$ cat src/design/spx_pkg.sv
package spx_pkg;

    // ----------------------------------------------------------------
    // Link widths
    // ----------------------------------------------------------------
    localparam int STATION_W = 8;
    localparam int REG_W     = 16;
    localparam int SPEED_W   = 3;
    localparam int ENTRY_W   = 4;

    // ----------------------------------------------------------------
    // Indexer values
    // ----------------------------------------------------------------
    localparam logic [3:0]         OPSEL_INDEXER   = 4'h1;
    localparam logic [ENTRY_W-1:0] ENTRY_FIRST     = 4'h1;
    localparam logic [ENTRY_W-1:0] ENTRY_TABLE_MAX = 4'h7;

    // ----------------------------------------------------------------
    // Host register offsets and fields
    // ----------------------------------------------------------------
    localparam logic [7:0] OFS_CTRL      = 8'h00;
    localparam logic [7:0] OFS_STATION   = 8'h04;
    localparam logic [7:0] OFS_SPEED     = 8'h08;
    localparam logic [7:0] OFS_NEXT_REG  = 8'h0C;
    localparam logic [7:0] OFS_TOS_REG   = 8'h10;
    localparam logic [7:0] OFS_CMD       = 8'h14;
    localparam logic [7:0] OFS_STATUS    = 8'h18;
    localparam int CTRL_MODE1_BIT = 0;
    localparam int CTRL_MODE2_BIT = 1;
    localparam int CTRL_RSEL_BIT  = 2;
    localparam int CMD_START_BIT  = 0;
    localparam logic [2:0] CTRL_RESET = 3'h0;

    // ----------------------------------------------------------------
    // Cycle counts
    // ----------------------------------------------------------------
    localparam int START_HOLD_CYCLES = 4;

    // ----------------------------------------------------------------
    // Device sequencer states
    // ----------------------------------------------------------------
    typedef enum logic [0:0] {
        SPX_IDLE,
        SPX_MOVE
    } spx_state_type;

endpackage

$ cat src/design/spx_link_if.sv
`timescale 1ns/100ps
interface spx_link_if;
    import spx_pkg::*;

    // Master to drive
    logic                 start_request_bit;
    logic                 op_mode_select_first;
    logic                 op_mode_select_second;
    logic                 register_select_system_bit;
    logic [4:0]           target_station_select_low_bits;
    logic [2:0]           target_station_select_high_bits;
    logic [SPEED_W-1:0]   speed_select_bits;
    logic [REG_W-1:0]     next_station_remote_register;
    logic [REG_W-1:0]     table_or_speed_remote_register;
    // Drive to master
    logic                 in_position_flag;
    logic                 movement_complete_flag;
    logic                 home_not_done_alarm;
    logic                 station_range_warning;

    modport drive (
        input  start_request_bit, op_mode_select_first,
               op_mode_select_second, register_select_system_bit,
               target_station_select_low_bits,
               target_station_select_high_bits, speed_select_bits,
               next_station_remote_register,
               table_or_speed_remote_register,
        output in_position_flag, movement_complete_flag,
               home_not_done_alarm, station_range_warning
    );

    modport master (
        output start_request_bit, op_mode_select_first,
               op_mode_select_second, register_select_system_bit,
               target_station_select_low_bits,
               target_station_select_high_bits, speed_select_bits,
               next_station_remote_register,
               table_or_speed_remote_register,
        input  in_position_flag, movement_complete_flag,
               home_not_done_alarm, station_range_warning
    );

endinterface

$ cat src/design/spx_drive.sv
// Notes on behaviour
// Start without home return raises alarm
// Station above count minus one warns
// Start ignored during move; wait complete
// Speed selection sampled only at start
// Post-position torque after delay from in-position
// Power-on in-position if already at station
// Register mode takes station from register
// Method parameter: table number or direct speed
// Master sets both mode bits for mode
// Master sets register-select bit for registers
// Station numbering direction ignored here
// Register table mode accepts entries 1 to 7
// Table mode uses register-selected entry
// Direct speed only with two stations occupied
// Master updates selections before start
// Indexer active only when top digit one
// Shortest rotation direction chosen automatically
// Bit station value is eight-bit binary
// Speed bits plus one select entry
// Complete drops at start, rises at arrival
//
// Chosen here: the APB interface to the registers and the register addresses.
`timescale 1ns/100ps
module spx_drive
    import spx_pkg::*;
#(
    parameter int DELAY_W = 16
) (
    input  wire logic                 clk_sys,
    input  wire logic                 nrst,
    spx_link_if.drive                 link,
    input  wire logic [3:0]           operation_select_param,
    input  wire logic [STATION_W:0]   station_count_param,
    input  wire logic                 speed_data_method_param,
    input  wire logic [DELAY_W-1:0]   torque_limit_delay_param,
    input  wire logic                 two_stations_occupied,
    input  wire logic                 home_return_done,
    input  wire logic                 alarm_clear,
    input  wire logic                 position_in_range,
    input  wire logic [STATION_W-1:0] current_station,
    input  wire logic                 move_arrived,
    output logic                      move_start,
    output logic [STATION_W-1:0]      move_target,
    output logic                      move_reverse,
    output logic [ENTRY_W-1:0]        move_entry,
    output logic                      move_direct,
    output logic [REG_W-1:0]          move_speed,
    output logic                      torque_post_select
);

    // ----------------------------------------------------------------
    // State
    // ----------------------------------------------------------------
    typedef struct packed {
        spx_state_type        state;
        logic                 init_done;
        logic                 start_prev;
        logic                 in_pos;
        logic                 complete;
        logic                 alarm;
        logic                 warning;
        logic                 start_pulse;
        logic [STATION_W-1:0] target;
        logic                 reverse;
        logic [ENTRY_W-1:0]   entry;
        logic                 direct;
        logic [REG_W-1:0]     speed;
        logic                 delay_run;
        logic [DELAY_W-1:0]   delay_cnt;
        logic                 torque_post;
    } spx_drive_state_type;

    spx_drive_state_type st_reg;
    spx_drive_state_type st_next;

    // ----------------------------------------------------------------
    // Helpers
    // ----------------------------------------------------------------
    // Forward distance modulo station count, compared to half a turn
    function automatic logic shortest_is_reverse(
        input logic [STATION_W-1:0] from_st,
        input logic [STATION_W-1:0] to_st,
        input logic [STATION_W:0]   count
    );
        logic [STATION_W:0] fwd;
        fwd = {1'b0, to_st} - {1'b0, from_st};
        if (to_st < from_st) begin
            fwd = fwd + count;
        end
        return ({fwd, 1'b0} > count);
    endfunction

    logic                 mode_active;
    logic                 start_rise;
    logic [STATION_W-1:0] sel_station;
    logic [ENTRY_W-1:0]   sel_entry;
    logic                 sel_direct;
    logic [REG_W-1:0]     tos_val;

    // Mode gating and start edge
    assign mode_active = (operation_select_param == OPSEL_INDEXER)
        && link.op_mode_select_first && link.op_mode_select_second;
    assign start_rise  = link.start_request_bit && !st_reg.start_prev;
    assign tos_val     = link.table_or_speed_remote_register;

    // Target and speed source selection
    always_comb begin
        sel_direct = 1'b0;
        if (link.register_select_system_bit) begin
            sel_station = link.next_station_remote_register[STATION_W-1:0];
            if (speed_data_method_param && two_stations_occupied) begin
                sel_direct = 1'b1;
                sel_entry  = ENTRY_FIRST;
            end else if (tos_val >= REG_W'(ENTRY_FIRST)
                         && tos_val <= REG_W'(ENTRY_TABLE_MAX)) begin
                sel_entry = tos_val[ENTRY_W-1:0];
            end else begin
                sel_entry = ENTRY_FIRST;
            end
        end else begin
            sel_station = {link.target_station_select_high_bits,
                           link.target_station_select_low_bits};
            if (two_stations_occupied) begin
                sel_entry = ENTRY_W'({1'b0, link.speed_select_bits})
                            + ENTRY_FIRST;
            end else begin
                sel_entry = ENTRY_FIRST;
            end
        end
    end

    // Sequencer next state
    always_comb begin
        st_next             = st_reg;
        st_next.start_pulse = 1'b0;
        st_next.start_prev  = link.start_request_bit;
        if (!st_reg.init_done) begin
            st_next.init_done = 1'b1;
            st_next.in_pos    = position_in_range;
        end
        if (alarm_clear) begin
            st_next.alarm   = 1'b0;
            st_next.warning = 1'b0;
        end
        unique case (st_reg.state)
            SPX_IDLE: begin
                if (start_rise && mode_active && st_reg.init_done) begin
                    if (!home_return_done) begin
                        st_next.alarm = 1'b1;
                    end else if ({1'b0, sel_station}
                                 > station_count_param - 1'b1) begin
                        st_next.warning = 1'b1;
                    end else begin
                        st_next.state       = SPX_MOVE;
                        st_next.start_pulse = 1'b1;
                        st_next.target      = sel_station;
                        st_next.entry       = sel_entry;
                        st_next.direct      = sel_direct;
                        st_next.speed       = sel_direct ? tos_val : '0;
                        st_next.reverse     = shortest_is_reverse(
                            current_station, sel_station,
                            station_count_param);
                        st_next.complete    = 1'b0;
                        st_next.in_pos      = 1'b0;
                        st_next.torque_post = 1'b0;
                        st_next.delay_run   = 1'b0;
                    end
                end
            end
            SPX_MOVE: begin
                // Further starts fall through unused here
                if (move_arrived) begin
                    st_next.state     = SPX_IDLE;
                    st_next.complete  = 1'b1;
                    st_next.in_pos    = 1'b1;
                    st_next.delay_run = 1'b1;
                    st_next.delay_cnt = torque_limit_delay_param;
                end
            end
        endcase
        // Torque limit switch delay
        if (st_reg.delay_run) begin
            if (st_reg.delay_cnt == '0) begin
                st_next.delay_run   = 1'b0;
                st_next.torque_post = 1'b1;
            end else begin
                st_next.delay_cnt = st_reg.delay_cnt - 1'b1;
            end
        end
    end

    // State register
    always_ff @(posedge clk_sys or negedge nrst) begin
        if (!nrst) begin
            st_reg          <= '0;
            st_reg.state    <= SPX_IDLE;
            st_reg.complete <= 1'b1;
            st_reg.entry    <= ENTRY_FIRST;
        end else begin
            st_reg <= st_next;
        end
    end

    // ----------------------------------------------------------------
    // Outputs
    // ----------------------------------------------------------------
    assign link.in_position_flag       = st_reg.in_pos;
    assign link.movement_complete_flag = st_reg.complete;
    assign link.home_not_done_alarm    = st_reg.alarm;
    assign link.station_range_warning  = st_reg.warning;
    assign move_start                  = st_reg.start_pulse;
    assign move_target                 = st_reg.target;
    assign move_reverse                = st_reg.reverse;
    assign move_entry                  = st_reg.entry;
    assign move_direct                 = st_reg.direct;
    assign move_speed                  = st_reg.speed;
    assign torque_post_select          = st_reg.torque_post;

endmodule // spx_drive

$ cat src/flat_wrapper.sv
// flat-port wrapper written by rule: the top's interface ports become plain ports
module spx_drive_flat import spx_pkg::*;
#(
    parameter int DELAY_W = 16
)
  (clk_sys, nrst, operation_select_param, station_count_param, speed_data_method_param, torque_limit_delay_param, two_stations_occupied, home_return_done, alarm_clear, position_in_range, current_station, move_arrived, move_start, move_target, move_reverse, move_entry, move_direct, move_speed, torque_post_select, link_start_request_bit, link_op_mode_select_first, link_op_mode_select_second, link_register_select_system_bit, link_target_station_select_low_bits, link_target_station_select_high_bits, link_speed_select_bits, link_next_station_remote_register, link_table_or_speed_remote_register, link_in_position_flag, link_movement_complete_flag, link_home_not_done_alarm, link_station_range_warning);
  spx_link_if link_i ();
  input  wire logic clk_sys;
  input  wire logic nrst;
  input  wire logic [3:0] operation_select_param;
  input  wire logic [STATION_W:0] station_count_param;
  input  wire logic speed_data_method_param;
  input  wire logic [DELAY_W-1:0] torque_limit_delay_param;
  input  wire logic two_stations_occupied;
  input  wire logic home_return_done;
  input  wire logic alarm_clear;
  input  wire logic position_in_range;
  input  wire logic [STATION_W-1:0] current_station;
  input  wire logic move_arrived;
  output logic move_start;
  output logic [STATION_W-1:0] move_target;
  output logic move_reverse;
  output logic [ENTRY_W-1:0] move_entry;
  output logic move_direct;
  output logic [REG_W-1:0] move_speed;
  output logic torque_post_select;
  input wire logic [$bits(link_i.start_request_bit)-1:0] link_start_request_bit;
  input wire logic [$bits(link_i.op_mode_select_first)-1:0] link_op_mode_select_first;
  input wire logic [$bits(link_i.op_mode_select_second)-1:0] link_op_mode_select_second;
  input wire logic [$bits(link_i.register_select_system_bit)-1:0] link_register_select_system_bit;
  input wire logic [$bits(link_i.target_station_select_low_bits)-1:0] link_target_station_select_low_bits;
  input wire logic [$bits(link_i.target_station_select_high_bits)-1:0] link_target_station_select_high_bits;
  input wire logic [$bits(link_i.speed_select_bits)-1:0] link_speed_select_bits;
  input wire logic [$bits(link_i.next_station_remote_register)-1:0] link_next_station_remote_register;
  input wire logic [$bits(link_i.table_or_speed_remote_register)-1:0] link_table_or_speed_remote_register;
  output wire logic [$bits(link_i.in_position_flag)-1:0] link_in_position_flag;
  output wire logic [$bits(link_i.movement_complete_flag)-1:0] link_movement_complete_flag;
  output wire logic [$bits(link_i.home_not_done_alarm)-1:0] link_home_not_done_alarm;
  output wire logic [$bits(link_i.station_range_warning)-1:0] link_station_range_warning;
  assign link_i.start_request_bit = link_start_request_bit;
  assign link_i.op_mode_select_first = link_op_mode_select_first;
  assign link_i.op_mode_select_second = link_op_mode_select_second;
  assign link_i.register_select_system_bit = link_register_select_system_bit;
  assign link_i.target_station_select_low_bits = link_target_station_select_low_bits;
  assign link_i.target_station_select_high_bits = link_target_station_select_high_bits;
  assign link_i.speed_select_bits = link_speed_select_bits;
  assign link_i.next_station_remote_register = link_next_station_remote_register;
  assign link_i.table_or_speed_remote_register = link_table_or_speed_remote_register;
  assign link_in_position_flag = link_i.in_position_flag;
  assign link_movement_complete_flag = link_i.movement_complete_flag;
  assign link_home_not_done_alarm = link_i.home_not_done_alarm;
  assign link_station_range_warning = link_i.station_range_warning;
  spx_drive #(.DELAY_W(DELAY_W)) u_core (.clk_sys(clk_sys), .nrst(nrst), .link(link_i), .operation_select_param(operation_select_param), .station_count_param(station_count_param), .speed_data_method_param(speed_data_method_param), .torque_limit_delay_param(torque_limit_delay_param), .two_stations_occupied(two_stations_occupied), .home_return_done(home_return_done), .alarm_clear(alarm_clear), .position_in_range(position_in_range), .current_station(current_station), .move_arrived(move_arrived), .move_start(move_start), .move_target(move_target), .move_reverse(move_reverse), .move_entry(move_entry), .move_direct(move_direct), .move_speed(move_speed), .torque_post_select(torque_post_select));
endmodule
$ cat config.mk
export PLATFORM = sky130hd
export DESIGN_NAME = spx_drive_flat
export DESIGN_NICKNAME = d
export VERILOG_FILES = /design/src/design/spx_pkg.sv /design/src/design/spx_link_if.sv /design/src/design/spx_drive.sv /design/src/flat_wrapper.sv
export SDC_FILE = /design/constraint.sdc
export NUM_CORES = 1
export LEC_CHECK = 0
export BUFFER_PORTS_ARGS = -buffer_cell sky130_fd_sc_hd__buf_4
export CAP_MARGIN = 20
export CORE_ASPECT_RATIO = 0.8
export CORE_MARGIN = 4
export CORE_UTILIZATION = 41
export CTS_BUF_LIST = sky130_fd_sc_hd__clkbuf_2 sky130_fd_sc_hd__clkbuf_4 sky130_fd_sc_hd__clkbuf_8
export DETAILED_ROUTE_END_ITERATION = 8
export PLACE_DENSITY = 0.62
export SYNTH_ARGS = -nofsm -noshare
export SYNTH_HDL_FRONTEND = slang
export SYNTH_SLANG_ARGS = --single-unit
$ cat constraint.sdc
create_clock -name clk_sys -period 2.25 [get_ports clk_sys]
set_input_delay 0.225 -clock clk_sys [delete_from_list [all_inputs] [get_ports clk_sys]]
set_output_delay 0.225 -clock clk_sys [all_outputs]
set_load 0.01 [all_outputs]
==> results of run 1 <==
stage by stage:
| stage | util | cell area (um2) | cells |
|---|---|---|---|
| after CTS | 0.586 | 6050 | 791 |
| after global placement | 0.557 | 5750 | 771 |
| after detailed placement | 0.557 | 5750 | 771 |
| after floorplan | - | 4490 | 489 |
| after global routing | 0.608 | 6280 | 801 |
| final | 0.608 | 6280 | 801 |
cells by family after synthesis:
kind of cell	after synthesis	synth area share
simple gates	142	0.173
xor+xnor	21	0.0423
flops	56	0.323
other cells	1	0.000862
buf+inv	92	0.112
compound gates	110	0.163
mux	29	0.0736
fa+ha+maj	38	0.113
cell type report:
cell class	count	area share
clock buffers	6	0.0122
clock inverters	2	0.00219
inverters	48	0.0287
multi-input cells	342	0.448
flip-flops and latches	56	0.224
well taps	140	0.0279
repair buffers	207	0.257
worst reg2reg max path, delay by kind of cell, from the launching register on:
kind	cells	cell delay, ns
AOI/OAI and AO/OA	3	0.72
buffers and inverters	3	0.48
DFF	1	0.40
and+or+nand+nor	2	0.38
adders and majority gates	1	0.15
final timing paths:
path / endpoint / cells past startpoint / slack, ns / startpoint
setup reg to reg: u_core.st_reg[9]$_DFF_PN0_ / 9 / 0.02 / u_core.st_reg[1]$_DFF_PN0_
hold / removal: u_core.st_reg[53]$_DFF_PN0_ / 1 / 0.05 / link_start_request_bit
hold reg to reg: u_core.link.movement_complete_flag$_DFFE_PN1P_ / 2 / 0.51 / u_core.link.movement_complete_flag$_DFFE_PN1P_
min in group asynchronous: u_core.move_speed[2]$_DFFE_PN0P_ / 2 / 0.51 / nrst
setup / recovery: u_core.move_reverse$_DFFE_PN0P_ / 19 / -1.03 / link_register_select_system_bit
max in group asynchronous: u_core.st_reg[12]$_DFF_PN0_ / 2 / 1.26 / nrst
routing by layer:
layer	vias to the layer above	GRT usage	part of all wire
met1	1944	0.314	0.49
li1	2052	-	-
met2	139	0.302	0.43
met4	0	0.0153	0.0070
met3	10	0.0417	0.074
met5	-	0	0
where the power goes:
| group | switching [mW] | total, mW | leakage (nW) | internal [mW] |
|---|---|---|---|---|
| logic | 0.784 | 1.74 | 2.34 | 0.958 |
| registers | 0.107 | 1.20 | 0.621 | 1.10 |
| clock network | 0.344 | 0.580 | 0.0490 | 0.235 |
cell usage after synthesis (all sizes together) (5+ instances only):
| cell type | instances | area share |
|---|---|---|
| a21oi | 25 | 0.029 |
| nor2 | 34 | 0.030 |
| buf | 38 | 0.065 |
| nor3 | 11 | 0.013 |
| ha | 36 | 0.10 |
| nor2b | 6 | 0.0086 |
| xnor2 | 18 | 0.036 |
| a211oi | 8 | 0.015 |
| o21a | 6 | 0.010 |
| clkbuf | 6 | 0.0052 |
| o21ai | 36 | 0.041 |
| nand3 | 6 | 0.0069 |
| nand2 | 32 | 0.028 |
| mux2i | 5 | 0.012 |
| mux2 | 24 | 0.062 |
| nor4 | 7 | 0.014 |
| dfrtp | 54 | 0.31 |
| o211ai | 5 | 0.0086 |
| nand4 | 24 | 0.035 |
| inv | 48 | 0.041 |
what timing repair did:
action / CTS / global route
hold endpoints to repair: 32 / 0
setup buffers: 14 / 8
setup endpoints to repair: 44 / 47
gates cloned: 0 / 2
gates resized for setup: 24 / 36
pin swaps: 17 / 17
hold buffers: 1 / 0
cells in the final DEF (no fill, tap or decap), drive strengths merged, types with 2 or more instances in the layout:
| cell | count |
|---|---|
| nor3 | 11 |
| o31a | 3 |
| and3 | 2 |
| o21ai | 36 |
| ha | 36 |
| nand4 | 24 |
| a32oi | 4 |
| a22o | 4 |
| nand2b | 3 |
| nand2 | 33 |
| o21a | 6 |
| nor2 | 34 |
| nor4 | 7 |
| xnor2 | 18 |
| nor2b | 6 |
| o41ai | 2 |
| dfrtp | 54 |
| o211ai | 5 |
| fa | 2 |
| buf | 206 |
| a21oi | 25 |
| nor4b | 2 |
| a31oi | 2 |
| xor2 | 3 |
| mux2i | 5 |
| a211oi | 8 |
| or2 | 4 |
| o31ai | 2 |
| clkbuf | 6 |
| inv | 49 |
| mux2 | 24 |
| o22ai | 2 |
| a21o | 4 |
| dfstp | 2 |
| or4 | 2 |
| nand3 | 6 |
| nor3b | 2 |
==> impl_metrics.json, run 1 <==
{
  "cts_made_buffers": 5,
  "powerDensity_mw_per_mm2": 561,
  "cp-end-kind": "register",
  "rsz0062_at_grt": "true",
  "crit_arrival_ns": 3.48,
  "max_freq_ghz": 0.305,
  "fin_crit_sh": 1.46,
  "synth_edf_count": 0,
  "insertion_delay_ns": 0.31,
  "multi_input_area_mm2": 0.00282,
  "routed_wl_um": 13000,
  "die_h_um": 100,
  "syn_avg_cell_area_um2": 8.89,
  "min_path_type": "in2reg",
  "slew_viol_final": 0,
  "globalRouteOverflowTotal": 0,
  "antenna_found_initial": 0,
  "fin_nets": 790,
  "rows": 33,
  "wire_per_inst_um": 16.2,
  "cts_tree": "built",
  "vias_per_cell": 5.17,
  "cp.required_ns": 2.45,
  "largest_reg_flops": 20,
  "regArea_mm2": 0.00140,
  "ir_drop_uv": 350,
  "clockBufferDepth": 2,
  "place_ws_ns": -1.59,
  "violations": "setup timing",
  "num_antenna_cells": 0,
  "drv_cap": 0,
  "yosys_warnings": 0,
  "path_buf_inv": 1,
  "cts_max_level": 2,
  "power_mw": 3.53,
  "die_area_mm2": 0.0123,
  "finalSetupViolations": 28,
  "setup_ws_ns": -1.03,
  "crit_type": "in2reg",
  "syn_nets": 619,
  "grt_pass1_wl_um": 20100,
  "whs_ns": 0.0457,
  "start_util": 0.421,
  "antenna_left": 0,
  "clkSinkCount": 56,
  "clockRootBuffer": "clkbuf_8",
  "synth-seq-cells": 56,
  "die_x_um": 123,
  "final_layout_size_suffix_gt1_frac": 0.446,
  "synth_area_mm2": 0.00435,
  "grt_max_degree": 57,
  "grt.total_usage": 0.202,
  "ios": 128,
  "hpwl_um": 9980,
  "fin_worst_skew_ns": 0.0104,
  "ys_types": 62,
  "cp_max_fo": 5,
  "synth_cells": 489,
  "cp_slowest_stage_delay_ns": 0.33,
  "via_count": 4145,
  "critical_path.top_delay_family": "compound AO/OA/AOI/OAI gates",
  "nFillCells": 924,
  "status": "complete, but fails checks",
  "final_hold_viol_count": 0,
  "cp-start-kind": "input port",
  "port_buffers": 119,
  "ys_seq_area_frac": 0.323,
  "period_minus_slack_ns": 3.28,
  "area_growth_pct": 44.4,
  "ys.flop_type": "dfrtp_1",
  "slew_headroom": 0.512,
  "firstDrtPassIters": 5,
  "critPathSlowestCell": "mux2_4",
  "clk_pin_slew_worst_paths_ns": 0.11,
  "tightest_slew_ns": 0.732,
  "place.gp.congestion": 0.828,
  "drtIter0Drc": 269,
  "first_global_vias": 4021,
  "finalSetupTns_ns": -5.02,
  "core_mm2": 0.0103,
  "remaining_drc_errors": 0,
  "synth-async-reset-ratio": 1.00,
  "cp_cell_sequence": "buf_12 > mux2_4 > ha_4 > nor2b_4 > o31a_1 > o21a_1 > nor2_2 > xnor2_2 > ha_1 > or2_4 > a21oi_2 > a21oi_2 > xor2_1 > mux2_4 > ha_4 > o21ai_1 > a21oi_1 > o21ai_1 > a31oi_1",
  "leakagePower_nw": 3.01
}
Note: power is estimated with default switching activity, not from simulation.
==> inputs of run 2 (changes only) <==
--- a/config.mk
+++ b/config.mk
@@ -8,11 +8,12 @@
 export BUFFER_PORTS_ARGS = -buffer_cell sky130_fd_sc_hd__buf_4
 export CAP_MARGIN = 20
 export CORE_ASPECT_RATIO = 0.8
-export CORE_MARGIN = 4
+export CORE_MARGIN = 10
 export CORE_UTILIZATION = 41
 export CTS_BUF_LIST = sky130_fd_sc_hd__clkbuf_2 sky130_fd_sc_hd__clkbuf_4 sky130_fd_sc_hd__clkbuf_8
 export DETAILED_ROUTE_END_ITERATION = 8
 export PLACE_DENSITY = 0.62
+export SLEW_MARGIN = 20
 export SYNTH_ARGS = -nofsm -noshare
 export SYNTH_HDL_FRONTEND = slang
 export SYNTH_SLANG_ARGS = --single-unit
==> run 2 against run 1 <==
  * The flow still finishes with violations (setup timing)
  * Sequential cell count stayed put
  * Critical path type unchanged
  * Routed wire length up 5.8%
  * Final area increased by 1.6%
  * Largest power group unchanged
  * Critical path depth unchanged
  * Die area grew 23%
  * Worst setup slack worse by 0.055 ns
==> impl_metrics.json, run 2 (synthesis results as in run 1) <==
{
  "clockRootBuffer": "clkbuf_8",
  "area_growth_pct": 46.7,
  "final_util": 0.618,
  "placedCellCount": 777,
  "leakagePower_nw": 3.04,
  "cts_max_level": 2,
  "insertion_delay_ns": 0.33,
  "setup_ws_ns": -1.09,
  "cp_slowest_stage_delay_ns": 0.42,
  "nFillCells": 901,
  "cp-end-kind": "register",
  "hold_depth": 2,
  "firstDrtPassIters": 5,
  "globalRouteOverflowTotal": 0,
  "place_ws_ns": -1.61,
  "routed_wl_um": 13700,
  "remaining_drc_errors": 0,
  "largest_reg_flops": 20,
  "cts_tree": "built",
  "cp-start-kind": "input port",
  "layout_common_cells": "buf_4, dfrtp_1, inv_1",
  "status": "complete, but fails checks",
  "die_x_um": 135,
  "grt_max_degree": 57,
  "clockBufferDepth": 2,
  "via_count": 4197,
  "grt_pass1_wl_um": 21800,
  "crit_type": "in2reg",
  "tightest_slew_ns": 0.713,
  "rr_worst_depth": 8,
  "slew_headroom": 0.525,
  "die_area_mm2": 0.0152,
  "finalSetupViolations": 2,
  "grt.total_usage": 0.174,
  "slew_viol_final": 0,
  "period_minus_slack_ns": 3.34,
  "fin_crit_sh": 1.48,
  "die_h_um": 112,
  "cp_max_fo": 6,
  "num_antenna_cells": 0,
  "first_global_vias": 4354,
  "cp_cell_sequence": "buf_12 > mux2i_4 > ha_2 > fa_2 > nor2b_2 > o31a_1 > o21a_1 > nor2_1 > xnor2_1 > ha_1 > a21oi_2 > a21oi_1 > xor2_1 > mux2_4 > ha_4 > o21ai_1 > a21oi_1 > o21ai_1 > a31oi_1",
  "finalNonFillerCells": 802,
  "multi_input_area_mm2": 0.00285,
  "port_buffers": 119,
  "core_mm2": 0.0103,
  "ir_drop_uv": 257,
  "cts_made_buffers": 5,
  "final_common_cell": "buf_4",
  "clk_pin_slew_worst_paths_ns": 0.12,
  "fin_nets": 791,
  "fin_worst_skew_ns": 0.0181,
  "vias_per_cell": 5.23,
  "hpwl_um": 10800,
  "place.gp.congestion": 0.823,
  "cp.required_ns": 2.47,
  "antenna_left": 0,
  "rows": 33,
  "regArea_mm2": 0.00140,
  "clkSinkCount": 56,
  "crit_arrival_ns": 3.55,
  "final_layout_size_suffix_gt1_frac": 0.447,
  "min_path_type": "in2reg",
  "critPathSlowestCell": "fa_2",
  "final_hold_viol_count": 0,
  "start_util": 0.421,
  "wire_per_inst_um": 17.1,
  "violations": "setup timing",
  "drtIter0Drc": 184,
  "ios": 128,
  "max_freq_ghz": 0.300,
  "antenna_found_initial": 0,
  "drv_cap": 0,
  "rsz0062_at_grt": "true",
  "powerDensity_mw_per_mm2": 548
}
==> run 2: what timing repair did <==
action,in CTS,in global routing
setup buffers,13,8
gates cloned,1,1
setup endpoints to repair,22,45
endpoints found under the hold margin,55,0
gates resized for setup,44,29
pin swaps,16,21
hold buffers,2,0
==> run 2: through the flow <==
| step | cell area [um2] | TNS, ns | hold WS [ns] | total power [mW] |
|---|---|---|---|---|
| detailed placement | 5800 | -16.57 | 0.325 | 2.78 |
| global route | 6380 | -2.18 | 0.0747 | 3.74 |
| CTS | 6230 | -1.38 | 0.0742 | 3.44 |
| global placement | 5800 | -15.56 | 0.326 | 2.73 |
| floorplan | 4490 | -2.55 | -0.0706 | 2.15 |
| finish | 6380 | -1.09 | 0.0890 | 3.50 |
==> run 2: final timing paths <==
check                           slack, ns                                              to                                           start
worst max register to register       0.04                u_core.move_entry[1]$_DFFE_PN0P_                     u_core.st_reg[55]$_DFF_PN0_
worst min-delay path                 0.09     u_core.link.station_range_warning$_DFF_PN0_                                     alarm_clear
max in group asynchronous            1.26                      u_core.st_reg[8]$_DFF_PN0_                                            nrst
worst min register to register       0.51  u_core.link.movement_complete_flag$_DFFE_PN1P_  u_core.link.movement_complete_flag$_DFFE_PN1P_
min in group asynchronous            0.50                u_core.move_entry[3]$_DFFE_PN0P_                                            nrst
worst max-delay path                -1.09                 u_core.move_reverse$_DFFE_PN0P_                 link_register_select_system_bit
==> run 2: layer usage <==
layer / track usage / share of wire / up-vias
met5: 0 / 0 / -
met4: 0.0401 / 0.0099 / 0
met3: 0.0446 / 0.072 / 11
met2: 0.260 / 0.43 / 149
met1: 0.245 / 0.49 / 1978
li1: - / - / 2059
==> run 2: cell type report <==
cell class	instances	area share
multi-input combinational	341	0.446
timing repair buffer	209	0.263
sequential	56	0.220
inverter	48	0.0292
tap	140	0.0274
clock buffer	5	0.0108
clock inverter	3	0.00333
==> run 2: report_power, final <==
| part | total, mW | internal [mW] | switching, mW |
|---|---|---|---|
| registers | 1.19 | 1.10 | 0.0982 |
| clock network | 0.578 | 0.222 | 0.356 |
| logic | 1.72 | 0.950 | 0.773 |
==> run 2: critical path: cells and delay by family <==
family,cells,cell delay (ns)
simple gates,2,0.23
xor+xnor,2,0.37
fa+ha+maj,4,1.19
mux,2,0.47
buf+inv,1,0.13
compound gates,8,0.96
==> inputs of run 3 (changes only) <==
--- a/config.mk
+++ b/config.mk
@@ -5,14 +5,15 @@
 export SDC_FILE = /design/constraint.sdc
 export NUM_CORES = 1
 export LEC_CHECK = 0
+export ABC_AREA = 1
 export BUFFER_PORTS_ARGS = -buffer_cell sky130_fd_sc_hd__buf_4
 export CAP_MARGIN = 20
-export CORE_ASPECT_RATIO = 0.8
+export CORE_ASPECT_RATIO = 1.5
 export CORE_MARGIN = 10
 export CORE_UTILIZATION = 41
 export CTS_BUF_LIST = sky130_fd_sc_hd__clkbuf_2 sky130_fd_sc_hd__clkbuf_4 sky130_fd_sc_hd__clkbuf_8
 export DETAILED_ROUTE_END_ITERATION = 8
-export PLACE_DENSITY = 0.62
+export PLACE_DENSITY = 0.61
 export SLEW_MARGIN = 20
 export SYNTH_ARGS = -nofsm -noshare
 export SYNTH_HDL_FRONTEND = slang
==> run 3 against run 2 <==
  * The flow still finishes with violations (setup timing)
  * Via count grew 2.5%
  * Die area increased by 2.1%
  * Synthesized cell count grew 23%
  * Critical path depth up 3
  * Sequential share of layout area is 1.2 points higher
  * Cell count up 12%
  * Power increased by 2.3%
  * Worst setup slack gained 0.098 ns
  * First-iteration DRC count is 25% lower
  * Register-to-register slack improved by 0.31 ns
  * Routed wire length shrank 5.8%
  * Largest cell class unchanged
  * Largest power group unchanged
==> impl_metrics.json, run 3 <==
{
  "status": "complete, but fails checks",
  "violations": "setup timing",
  "cts_max_level": 2,
  "min_path_type": "in2reg",
  "synth.most_common_cell": "nand2_1",
  "cts_tree": "built",
  "clkSinkCount": 56,
  "netlist_top_cells_area": "dfrtp_1, nand2_1, ha_1",
  "ff2ff_setup_slack_ns": 0.35,
  "hold_depth": 1,
  "synth-seq-cells": 56,
  "grt_max_degree": 57,
  "setup_ws_ns": -0.988,
  "synth_cells": 600,
  "synth_area_mm2": 0.00444,
  "regArea_mm2": 0.00140,
  "fin_nets": 885,
  "clockRootBuffer": "clkbuf_8",
  "drv_cap": 0,
  "r2r-end": "u_core.st_reg[17]$_DFF_PN0_",
  "final_common_cell": "buf_4",
  "core_mm2": 0.0106,
  "final_layout_size_suffix_gt1_frac": 0.328,
  "routed_wl_um": 12900,
  "grt.total_usage": 0.162,
  "hpwl_um": 10500,
  "die_x_um": 105,
  "first_global_vias": 4399,
  "num_antenna_cells": 0,
  "fin_worst_skew_ns": 0.00971,
  "finalSetupViolations": 1,
  "port_buffers": 119,
  "max_freq_ghz": 0.309,
  "tightest_slew_ns": 0.730,
  "insertion_delay_ns": 0.32,
  "powerDensity_mw_per_mm2": 591,
  "synth_edf_count": 0,
  "nFillCells": 1055,
  "remaining_drc_errors": 0,
  "vias_per_cell": 4.78,
  "ys_seq_area_frac": 0.316,
  "wire_per_inst_um": 14.3,
  "slew_viol_final": 0,
  "period_minus_slack_ns": 3.24,
  "finalSetupTns_ns": -0.988,
  "rr_worst_depth": 11,
  "die_h_um": 147,
  "rsz0062_at_grt": "true",
  "antenna_left": 0,
  "whs_endpoint": "u_core.st_reg[53]$_DFF_PN0_",
  "synth-async-reset-ratio": 1.00,
  "synth_common_cells": "nand2_1, inv_1, dfrtp_1",
  "cp.required_ns": 2.46,
  "ys.flop_type": "dfrtp_1",
  "drtIter0Drc": 138,
  "area_growth_pct": 36.2,
  "grt_pass1_wl_um": 20800,
  "synth_top_area_cell": "dfrtp_1",
  "place.gp.congestion": 0.894,
  "via_count": 4302,
  "r2r_start": "u_core.st_reg[1]$_DFF_PN0_",
  "syn_avg_cell_area_um2": 7.40,
  "fin_crit_sh": 1.44,
  "hold_path_startpoint": "link_start_request_bit",
  "final_hold_viol_count": 0,
  "clk_pin_slew_worst_paths_ns": 0.10,
  "clockBufferDepth": 2,
  "multi_input_area_mm2": 0.00261,
  "start_util": 0.419,
  "syn_nets": 730,
  "finalNonFillerCells": 900,
  "largest_reg_flops": 20,
  "cts_made_buffers": 5,
  "synth_top_area_frac": 0.304,
  "yosys_warnings": 0,
  "layout_common_cells": "buf_4, nand2_1, inv_1",
  "cp_max_fo": 4,
  "place_ws_ns": -1.41,
  "ys_types": 41,
  "slew_headroom": 0.513,
  "firstDrtPassIters": 4,
  "crit_arrival_ns": 3.45,
  "final_util": 0.571,
  "crit_type": "in2reg",
  "die_area_mm2": 0.0155,
  "ir_drop_uv": 288,
  "cp-start-kind": "input port",
  "rows": 46,
  "globalRouteOverflowTotal": 0,
  "ios": 128,
  "leakagePower_nw": 3.21,
  "antenna_found_initial": 0,
  "placedCellCount": 880,
  "cp-end-kind": "register"
}
[run 3: cell count changes in the layout (fill, tap and decap cells not counted), moves of 12 or more]
cell and change:
nand3_1 +12, xor2_1 +16, inv_1 +17, nand2_1 +139
mux2_4 -17, nor2_1 +12, nand4_1 -18
[run 3: cell type report]
type,count,share of cell area
Multi-Input combinational cell,431,0.432
Inverter,71,0.0457
Timing Repair Buffer,190,0.246
Sequential cell,56,0.232
Clock buffer,6,0.0126
Tap cell,144,0.0298
Clock inverter,2,0.00207
[run 3: power by group]
group	internal (mW)	switching, mW	total, mW
clock	0.231	0.333	0.564
combinational	0.870	0.897	1.77
sequential	1.13	0.110	1.24
total	2.24	1.34	3.58
[run 3: critical path: stages]
cell	delay, ns
buf_8	0.11
buf_6	0.12
mux2i_4	0.18
ha_2	0.19
fa_2	0.37
o21ai_4	0.17
a21oi_2	0.07
nor2_1	0.09
nor2_1	0.06
xor2_1	0.21
ha_1	0.33
a21oi_1	0.22
o211ai_1	0.18
xnor2_1	0.16
mux2i_1	0.15
ha_1	0.27
nand2_1	0.07
nand2_1	0.05
nand2_1	0.05
nand3_1	0.06
nor2_1	0.10
nor2_1	0.04
[run 3: kinds of logic after synthesis]
kind of cell / synth area share
and+or+nand+nor: 0.250
buffers and inverters: 0.128
AOI/OAI and AO/OA: 0.114
DFF: 0.316
adders and majority gates: 0.111
xor gates and xnor gates: 0.0592
muxes: 0.0203
other: 0.000845
[run 3: worst max path at each step]
| stage | from | endpoint | slack, ns | cells after the start |
|---|---|---|---|---|
| 2_1_floorplan | link_register_select_system_bit | u_core.move_reverse$_DFFE_PN0P_ | -0.97 | 26 |
| 3_3_place_gp | link_register_select_system_bit | u_core.move_reverse$_DFFE_PN0P_ | -1.36 | 25 |
| 3_5_place_dp | link_register_select_system_bit | u_core.move_reverse$_DFFE_PN0P_ | -1.41 | 24 |
| 4_1_cts | link_register_select_system_bit | u_core.move_reverse$_DFFE_PN0P_ | -1.02 | 24 |
| 5_1_grt | link_register_select_system_bit | u_core.move_reverse$_DFFE_PN0P_ | -1.19 | 23 |
| 6_report | link_register_select_system_bit | u_core.move_reverse$_DFFE_PN0P_ | -0.99 | 22 |
[run 3: repair_timing]
action                                 in CTS  in global routing
cloned                                      0                  1
hold buffers                                1                  0
setup endpoints to repair                   1                 32
endpoints found under the hold margin      52                  0
pin swaps                                  17                 34
setup buffers                               5                  5
resized for setup                           6                 25
[run 3: stage by stage]
| stage | total power [mW] | hold WS [ns] | cell area [um2] |
|---|---|---|---|
| after floorplan | 2.32 | -0.0706 | 4490 |
| after global placement | 2.84 | 0.326 | 5720 |
| after detailed placement | 2.90 | 0.332 | 5720 |
| after CTS | 3.52 | 0.0152 | 5890 |
| after global routing | 3.89 | 0.00367 | 6050 |
| final | 3.58 | 0.0233 | 6050 |
[run 3: per-layer routing]
metal / GRT usage / part of all wire
met5: 0 / 0
met4: 0.0696 / 0.032
met3: 0.0296 / 0.038
met2: 0.319 / 0.57
met1: 0.159 / 0.36
